<file path="config.mk">
export PLATFORM = sky130hd
export DESIGN_NAME = boundary_memory_protect_trap
export DESIGN_NICKNAME = d
export VERILOG_FILES = /design/src/rtl/boundary_memory_protect_trap.v /design/src/rtl/prot_sync.v /design/src/rtl/prot_compare.v
export VERILOG_INCLUDE_DIRS = /design/src /design/src/rtl
export SDC_FILE = /design/constraint.sdc
export NUM_CORES = 1
export LEC_CHECK = 0
export BUFFER_PORTS_ARGS = -buffer_cell sky130_fd_sc_hd__buf_2
export CORE_ASPECT_RATIO = 1.75
export CORE_MARGIN = 4
export CORE_UTILIZATION = 41
export CTS_CLUSTER_DIAMETER = 200
export CTS_CLUSTER_SIZE = 25
export DETAILED_ROUTE_END_ITERATION = 6
export PLACE_DENSITY = 0.92
export SLEW_MARGIN = 25
export SYNTH_ARGS = -nofsm -noshare
export SYNTH_HDL_FRONTEND = slang
export SYNTH_SLANG_ARGS = --single-unit
</file>
<file path="constraint.sdc">
create_clock -name i_mclk -period 3.9 [get_ports i_mclk]
set_input_delay 0.78 -clock i_mclk [delete_from_list [all_inputs] [get_ports i_mclk]]
set_output_delay 0.78 -clock i_mclk [all_outputs]
set_load 0.02 [all_outputs]
</file>
<file path="src/rtl/mem_protect_consts.vh">
// Constants for the boundary memory protection trap unit
`ifndef MEM_PROTECT_CONSTS_VH
`define MEM_PROTECT_CONSTS_VH
`define IOT_SKIP_MISSING 18'h383e1
`define IOT_SKIP_VIOL 18'h383c1
`define IOT_ENTER_USER 18'h383e2
`define IOT_CLEAR_VIOL 18'h383c2
`define IOT_CLEAR_MISSING 18'h383d2
`define IOT_LOAD_BOUND 18'h383c4
`define OPC_IOT 4'he
`define OPC_XCT 4'h4
`define OPC_OPR 4'hf
`define OPC_JMS 4'h8
`define OPC_CAL 4'h0
`define OPR_HLT_BIT 9
`define OPR_OAS_BIT 8
`define TRAP_ADDR_NO_PI 15'h0010
`define TRAP_ADDR_PI 15'h0000
`define TRAP_MA_FORCE 15'h001b
`define SAVE_USER_BIT 2
`define BOUND_MSB_BIT 3
`define BOUND_LSB_BIT 7
`define BOUND_RESET 5'h00
`endif

</file>
<file path="src/rtl/boundary_memory_protect_trap.v">
// Boundary memory protection trap unit top level
`timescale 1ns/1ps
`include "mem_protect_consts.vh"
// Behaviour
// - Lower memory protected in 2000-octal blocks
// - User mode checks and traps each instruction
// - Trap forces call to 20 or 0
// - Missing memory bank reference causes trap in user mode, memory restart otherwise
// - Enter user mode by command or console
// - Protect switch ignored once program runs
// - I/O reset clears boundary and user mode
// - Lamps show flags, mode, boundary bits
// - Skip command when missing-bank flag set
// - Violation flag set; skip command tests it
// - User mode starts after next non-IO_TRANSFER_INSTRUCTION instruction
// - Separate clears for each flag
// - Load boundary from accumulator bits 3-7
// - Saved word written at trap target
// - Protected when address bits below boundary
// - Illegal: IO_TRANSFER_INSTRUCTION, switch-OR, halt, execute chains
// - Trap sets violation, exits user, forces 33
// - Saved word bit 2 holds user mode
module boundary_memory_protect_trap
(
    // Clock and reset
    input wire i_mclk,
    input wire i_arst_n,
    // Processor instruction check
    input wire i_instr_valid,
    input wire [17:0] i_instr,
    input wire i_ref_valid,
    input wire [14:0] i_ref_addr,
    input wire i_instr_done,
    input wire i_xct_chain,
    input wire i_pi_enabled,
    input wire i_save_state,
    input wire i_cal,
    // Memory cycle monitoring
    input wire i_mem_start,
    input wire i_mem_strobe,
    input wire i_mem_check,
    // I/O bus
    input wire i_iot_pulse,
    input wire [17:0] i_accumulator,
    input wire i_io_reset,
    // Console
    input wire i_console_protect_switch,
    input wire i_console_start,
    // Trap and skip outputs
    output wire o_trap,
    output reg [14:0] o_trap_target,
    output wire [14:0] o_forced_ma,
    output wire o_skip_request,
    output wire o_save_user_bit,
    output wire o_mem_restart,
    // Lamps
    output wire o_violation_lamp,
    output wire o_missing_bank_lamp,
    output wire o_user_mode_lamp,
    output wire [4:0] o_boundary_lamps
);
    reg [4:0] protected_block_limit;
    reg user_mode;
    reg pre_user_mode;
    reg violation_flag;
    reg missing_bank_flag;
    reg mem_ok;
    reg start_seen;
    reg trap_q;
    wire protect_sw;
    wire start_key;
    wire ref_protected;
    wire opc_is_iot;
    wire is_illegal;
    wire is_missing;
    wire trap_now;
    wire cmd_skip_missing;
    wire cmd_skip_viol;
    wire cmd_enter_user;
    wire cmd_clear_viol;
    wire cmd_clear_missing;
    wire cmd_load_bound;

    function cmd_match;
        input [17:0] word;
        input [17:0] code;
        begin
            cmd_match = (word == code);
        end
    endfunction

    prot_sync u_sync_sw
    (
        .i_mclk(i_mclk),
        .i_arst_n(i_arst_n),
        .i_async(i_console_protect_switch),
        .o_level(protect_sw)
    );

    prot_sync u_sync_start
    (
        .i_mclk(i_mclk),
        .i_arst_n(i_arst_n),
        .i_async(i_console_start),
        .o_level(start_key)
    );

    prot_compare u_cmp
    (
        .i_addr(i_ref_addr),
        .i_bound(protected_block_limit),
        .o_protected(ref_protected)
    );

    // Command decode on the I/O transfer pulse
    assign cmd_skip_missing = i_iot_pulse && cmd_match(i_instr, `IOT_SKIP_MISSING);
    assign cmd_skip_viol = i_iot_pulse && cmd_match(i_instr, `IOT_SKIP_VIOL);
    assign cmd_enter_user = i_iot_pulse && cmd_match(i_instr, `IOT_ENTER_USER);
    assign cmd_clear_viol = i_iot_pulse && cmd_match(i_instr, `IOT_CLEAR_VIOL);
    assign cmd_clear_missing = i_iot_pulse && cmd_match(i_instr, `IOT_CLEAR_MISSING);
    assign cmd_load_bound = i_iot_pulse && cmd_match(i_instr, `IOT_LOAD_BOUND);

    assign opc_is_iot = (i_instr[17:14] == `OPC_IOT);
    // Illegal class decode
    assign is_illegal = opc_is_iot || i_xct_chain ||
        ((i_instr[17:14] == `OPC_OPR) &&
         (i_instr[`OPR_HLT_BIT] || i_instr[`OPR_OAS_BIT]));
    assign is_missing = mem_ok && i_mem_check;

    // Trap condition while user mode is active
    // Missing bank is caught at check time, with or without an instruction strobe
    assign trap_now = user_mode && !i_cal &&
        ((i_instr_valid && (is_illegal || (i_ref_valid && ref_protected))) ||
         is_missing);

    assign o_trap = trap_q;
    assign o_forced_ma = trap_q ? `TRAP_MA_FORCE : 15'h0000;
    assign o_skip_request = (cmd_skip_missing && missing_bank_flag) ||
        (cmd_skip_viol && violation_flag);
    assign o_save_user_bit = i_save_state && user_mode;
    assign o_mem_restart = is_missing && !user_mode;
    // Lamps
    assign o_violation_lamp = violation_flag;
    assign o_missing_bank_lamp = missing_bank_flag;
    assign o_user_mode_lamp = user_mode;
    assign o_boundary_lamps = protected_block_limit;

    always @(posedge i_mclk or negedge i_arst_n)
    begin
        if (!i_arst_n)
        begin
            protected_block_limit <= `BOUND_RESET;
            user_mode <= 1'b0;
            pre_user_mode <= 1'b0;
            violation_flag <= 1'b0;
            missing_bank_flag <= 1'b0;
            mem_ok <= 1'b0;
            start_seen <= 1'b0;
            trap_q <= 1'b0;
            o_trap_target <= `TRAP_ADDR_NO_PI;
        end
        else if (i_io_reset)
        begin
            protected_block_limit <= `BOUND_RESET;
            user_mode <= 1'b0;
            pre_user_mode <= 1'b0;
            violation_flag <= 1'b0;
            missing_bank_flag <= 1'b0;
            mem_ok <= 1'b0;
            trap_q <= 1'b0;
            start_seen <= start_key;
        end
        else
        begin
            start_seen <= start_key;
            trap_q <= trap_now;
            if (trap_now)
                o_trap_target <= i_pi_enabled ? `TRAP_ADDR_PI : `TRAP_ADDR_NO_PI;
            // Memory cycle watch: start sets, strobe or check clears
            if (i_mem_start)
                mem_ok <= 1'b1;
            else if (i_mem_strobe || i_mem_check)
                mem_ok <= 1'b0;
            if (is_missing)
                missing_bank_flag <= 1'b1;
            else if (cmd_clear_missing)
                missing_bank_flag <= 1'b0;
            if (trap_now)
                violation_flag <= 1'b1;
            else if (cmd_clear_viol)
                violation_flag <= 1'b0;
            if (cmd_load_bound)
                protected_block_limit <=
                    i_accumulator[17-`BOUND_MSB_BIT:17-`BOUND_LSB_BIT];
            // User mode control
            if (trap_now || (i_cal && i_instr_valid))
            begin
                user_mode <= 1'b0;
                pre_user_mode <= 1'b0;
            end
            else if (cmd_enter_user)
                pre_user_mode <= 1'b1;
            else if (pre_user_mode && i_instr_done && !opc_is_iot)
            begin
                user_mode <= 1'b1;
                pre_user_mode <= 1'b0;
            end
            else if (start_key && !start_seen && protect_sw)
                user_mode <= 1'b1;
        end
    end
endmodule

</file>
<file path="src/rtl/prot_sync.v">
// Three-stage synchroniser with agreement filter for console inputs
`timescale 1ns/1ps
module prot_sync
(
    // Clock and reset
    input wire i_mclk,
    input wire i_arst_n,
    // Asynchronous input
    input wire i_async,
    // Filtered level
    output reg o_level
);
    reg s1;
    reg s2;
    reg s3;
    always @(posedge i_mclk or negedge i_arst_n)
    begin
        if (!i_arst_n)
        begin
            s1 <= 1'b0;
            s2 <= 1'b0;
            s3 <= 1'b0;
            o_level <= 1'b0;
        end
        else
        begin
            s1 <= i_async;
            s2 <= s1;
            s3 <= s2;
            if (s2 == s3)
                o_level <= s3;
        end
    end
endmodule

</file>
<file path="src/rtl/prot_compare.v">
// Protected region comparator
`timescale 1ns/1ps
module prot_compare
(
    // Address and boundary
    input wire [14:0] i_addr,
    input wire [4:0] i_bound,
    // Result
    output wire o_protected
);
    // Address bits 3..7 of the 18-bit word are bits 14..10 of a 15-bit address
    assign o_protected = (i_addr[14:10] < i_bound);
endmodule

</file>
### After elaboration in Yosys (flattened, before gate mapping)

Cells that the tools add are included.

* flip-flop bits (word level): 35
* bits of input ports: 67
* output and inout bits: 42
* logic and storage cells: 94

* order comparisons: 1
* equal/unequal tests: 11
* muxes and demuxes: 23
* bitwise operators: 1
* reductions and logical operators: 41

Operators with widths (count)
* 18-bit equality test (second input constant): 6
* 1-bit logical AND: 21
* 5-bit two-way mux: 4
* 1-bit two-way mux: 19
* 3-bit nonzero test: 3
* 4-bit equality test (second input constant): 2
* 1-bit logical OR: 8
* 4-bit nonzero test: 2
* 5-bit < comparator: 1
* 1-bit zero test: 4
* 2-bit AND reduction: 2
* 3-bit by 2-bit inequality test with 1-bit output (second input constant): 1
* 1-bit equality test: 2
* 2-bit nonzero test: 1
* 1-bit NOT: 1

### Longest topological paths before layout

* depth after elaboration: 10
* gate-level depth with buffers: 7
* mapped depth without buffers: 7

### Modules after synthesis

From an unflattened synthesis, not the netlist that was laid out.

* cells, all modules: 134
* area total of the unflattened synthesis: 1291.2 µm²

By module, submodules not included
* boundary_memory_protect_trap: instances 1, cells each 109, area an instance 958.4 µm², seq. area each 326.6 µm²
* prot_sync: instances 2, cells each 5, area an instance 111.4 µm², seq. area each 100.1 µm²
* prot_compare: instances 1, cells each 15, area an instance 110.1 µm², seq. area each 0.0 µm²

### Worst setup path after synthesis

OpenSTA, ideal clock, no wires.

* kind: input-to-output
* start: input port i_instr[3]
* end: output port o_skip_request
* data arrival time: 1.833 ns
* required time: 3.120 ns
* path slack: 1.287 ns
* cell stages on the path: 4
* buffers on the path: 0
* cell sequence: nand4b_1 > nor2_2 > nand4b_1 > nor4b_2

* word-level cells in the longest chain between the ends: 4
* elaborated cells on any way between the ends: 7
* those cells by class: eq/ne (2); reduce/logical (5)

Ends and longest elaborated chain
* start, declared: line boundary_memory_protect_trap.v:30 `input wire [17:0] i_instr,`
* 18-bit equality test: line boundary_memory_protect_trap.v:88 `cmd_match = (word == code);`
* 1-bit logical AND, on equally long branches: line boundary_memory_protect_trap.v:116, boundary_memory_protect_trap.v:117
* 1-bit logical AND, on equally long branches: line boundary_memory_protect_trap.v:138, boundary_memory_protect_trap.v:139
* 1-bit logical OR *: line boundary_memory_protect_trap.v:138 `assign o_skip_request = (cmd_skip_missing && missing_bank_flag) ||`
* end, declared: line boundary_memory_protect_trap.v:53 `output wire o_skip_request,`

Mark *: on every way between the ends. The rest lies on a longest branch, timed or not.

### Worst setup path in the final report

Ends and elaborated chain as after synthesis.

==> metrics <==
achievable clock frequency between 300 and 400 MHz; Most used DFF post-synth dfrtp_1; number of distinct library cells after synthesis 36; Via-to-Cell Ratio 4.67; Initial Util 42.4%; clk_skew about 0.0034 ns; post-place setup slack 1.11 ns; Worst VDD drop 0.255 mV; CP Max Fanout 3; synthesized cell area roughly 1300 um^2; overall power 0.470 mW; Antenna diodes 0; H-tree depth 1; Post-synth EDFFs 0; DIE AREA 4220 um^2; CTS Buf Count 3; post-synthesis adder-cell area fraction 5.32%; final setup margin 1.11 ns; RePlAce Congestion 0.751; final hold slack ~0.35 ns; final hold vios 0; share of layout cells above drive strength 1 40.6%; post-route ant nets 0; Synth warnings 0; largest net degree at the start of global routing 22; Mean Syn Cell Area 10.2 um^2; deepest clock path buffer count 2; critical path startpoint i_instr[3]; row cnt 27; Core Region 3110 um^2; Synth Instances 129; Syn-to-layout area delta 20.6%; outcome completed; Worst Hold Class register to register; Worst-Skew Late Latency approximately 0.25 ns; Overall Global Routing Usage 13.4%; chip width 50.9 um; Register-to-Register Path Depth 7; Setup violations, final 0; post-layout util 51.1%; CP Class input pin to primary output; initial antenna violation count 0; Req. time, crit path 3.12 ns; vias in the first global route between 1000 and 1500; post-CTS setup buffer count 0; CTS tree built; CP arrival 2.01 ns; global-route wire length before repair between 4000 and 5000 um; Clock Pin Slew Worst Setup and Hold Paths roughly 0.08 ns; DR vias ~1100; DRT Pass-1 Iters 4; Setup crit end o_skip_request; Synth Area in Compound Gates under 10%; reg2reg start o_boundary_lamps[2]; CTS Sinks 21; Port Buffer Count 60; Total Routed Length 2850 um; R2R Setup Slk approximately 2.3 ns; register area 527 um^2; Die H 83.0 um; fraction of registers with async set/reset between 90% and 100%; setup TNS 0 ns; multiplexer fraction of the synthesized cell area 5.32%; static leakage 0.882 nW; sequential-to-total area share from yosys stat 40.0%; largest family of logic cells by synthesized area simple AND/OR/NAND/NOR gates; post-route clock period utilization 71.6%; Final nets 259; # fillers 318; I/O pin count 109; Max-Cap Viols 0; Tmin final 2.79 ns; Worst setup EP type primary output; Synth Area in Simple Gates approximately 22%; DRC 0; CTS Root Cell clkbuf_8; routed length per instance roughly 12 um; area occupied by multi-input gates 629 um^2; Max Slew Vio Count 0; detailed placer's ending HPWL 2480 um; GRT overflow 0; Post-Synth XOR/XNOR Area 0%; hold path depth 0; PwrDens 296 nW/um^2; CTS Hold Bufs 0; RSZ-0062 raised after global routing no; Setup crit start kind input pin; initial DRC count 26; cts repair resizes 0; post-synthesis register bit count 21; Reg-to-Reg End o_trap_target[4]
power by group:
group	switching [mW]	leakage, nW	total [mW]	internal (mW)
registers	0.00646	0.267	0.237	0.230
logic	0.0610	0.593	0.0938	0.0328
clock network	0.0679	0.0217	0.140	0.0718
total	0.135	0.882	0.470	0.335
metal layers:
metal  global-route usage, %  part of all wire [%]  vias up
met5                       0                     0        -
met4                    2.21                  0.42        0
met3                    3.05                    11        2
met2                    25.5                    54       69
met1                    14.6                    34      499
li1                        -                     -      505
synthesized netlist by cell type, types with 2 or more instances:
cell | n | area share (%)
a21oi_1 | 4 | 1.5
buf_4 | 29 | 17
dfrtp_1 | 20 | 38
ha_1 | 4 | 3.8
inv_1 | 8 | 2.3
maj3_1 | 2 | 1.5
mux2i_1 | 7 | 5.3
nand2_1 | 7 | 2.0
nand3_1 | 2 | 0.76
nand4b_1 | 2 | 1.3
nor2_1 | 11 | 3.1
nor3_2 | 2 | 1.5
nor3b_1 | 2 | 1.1
nor4_1 | 2 | 0.95
o21ai_1 | 5 | 1.9
o22a_1 | 2 | 1.3
layout make-up:
type / instances / share of cell area [%]
multi-input combinational: 94 / 39.6
sequential: 21 / 33.1
timing repair buffer: 60 / 18.9
tap: 43 / 3.39
clock buffer: 3 / 2.60
inverter: 8 / 1.89
clock inverter: 1 / 0.472
placed cells by master (no fill, tap or decap), types with 2 or more instances in the layout:
cell type  synthesis  routed
a21oi_1            4       4
buf_2              0      60
clkbuf_8           0       3
conb_1             1      25
dfrtp_1           20      20
ha_1               4       4
inv_1              8       8
maj3_1             2       2
mux2i_1            7       7
nand2_1            7       7
nand3_1            2       2
nand4b_1           2       2
nor2_1            11      11
nor3_2             2       2
nor3b_1            2       2
nor4_1             2       2
o21ai_1            5       5
o22a_1             2       2
registers in the layout (all words and copies together), names as in the netlist:
register and count:
u_sync_start.o_level 1, o_trap_target 1, pre_user_mode 1, o_user_mode_lamp 1
u_sync_sw.s3 1, u_sync_sw.o_level 1, u_sync_sw.s2 1, o_violation_lamp 1
mem_ok 1, u_sync_start.s3 1, o_trap 1, o_missing_bank_lamp 1
u_sync_start.s2 1, u_sync_start.s1 1, start_seen 1, o_boundary_lamps 5
u_sync_sw.s1 1
metrics by stage:
step           instance area (um^2)  instances
5_1_grt                        1590        230
6_report                       1590        230
2_1_floorplan                  1410        153
3_3_place_gp                   1540        226
3_5_place_dp                   1540        226
4_1_cts                        1590        230
worst min path at each step:
stage,to,startpoint
global placement,u_sync_sw.s2,u_sync_sw.s1
detailed placement,u_sync_sw.s2,u_sync_sw.s1
global route,u_sync_sw.s2,u_sync_sw.s1
finish,u_sync_sw.s2,u_sync_sw.s1
floorplan,u_sync_start.s2,u_sync_start.s1
CTS,u_sync_sw.s2,u_sync_sw.s1
cell families (layout without fill, tap and decap cells):
logic type / after synthesis / after routing
AND/OR/NAND/NOR: 40 / 40
buffers and inverters: 38 / 72
flip-flops: 21 / 21
AO/OA/AOI/OAI: 16 / 16
multiplexers: 7 / 7
adder cells (fa/ha/maj): 6 / 6
other: 1 / 25
critical path, stage by stage:
cell	delay (ns)
buf_2	0.10
nand4b_1	0.25
nor2_2	0.23
nand4b_1	0.16
nor4b_2	0.29
buf_2	0.21
(Power assumes the default switching activity.)
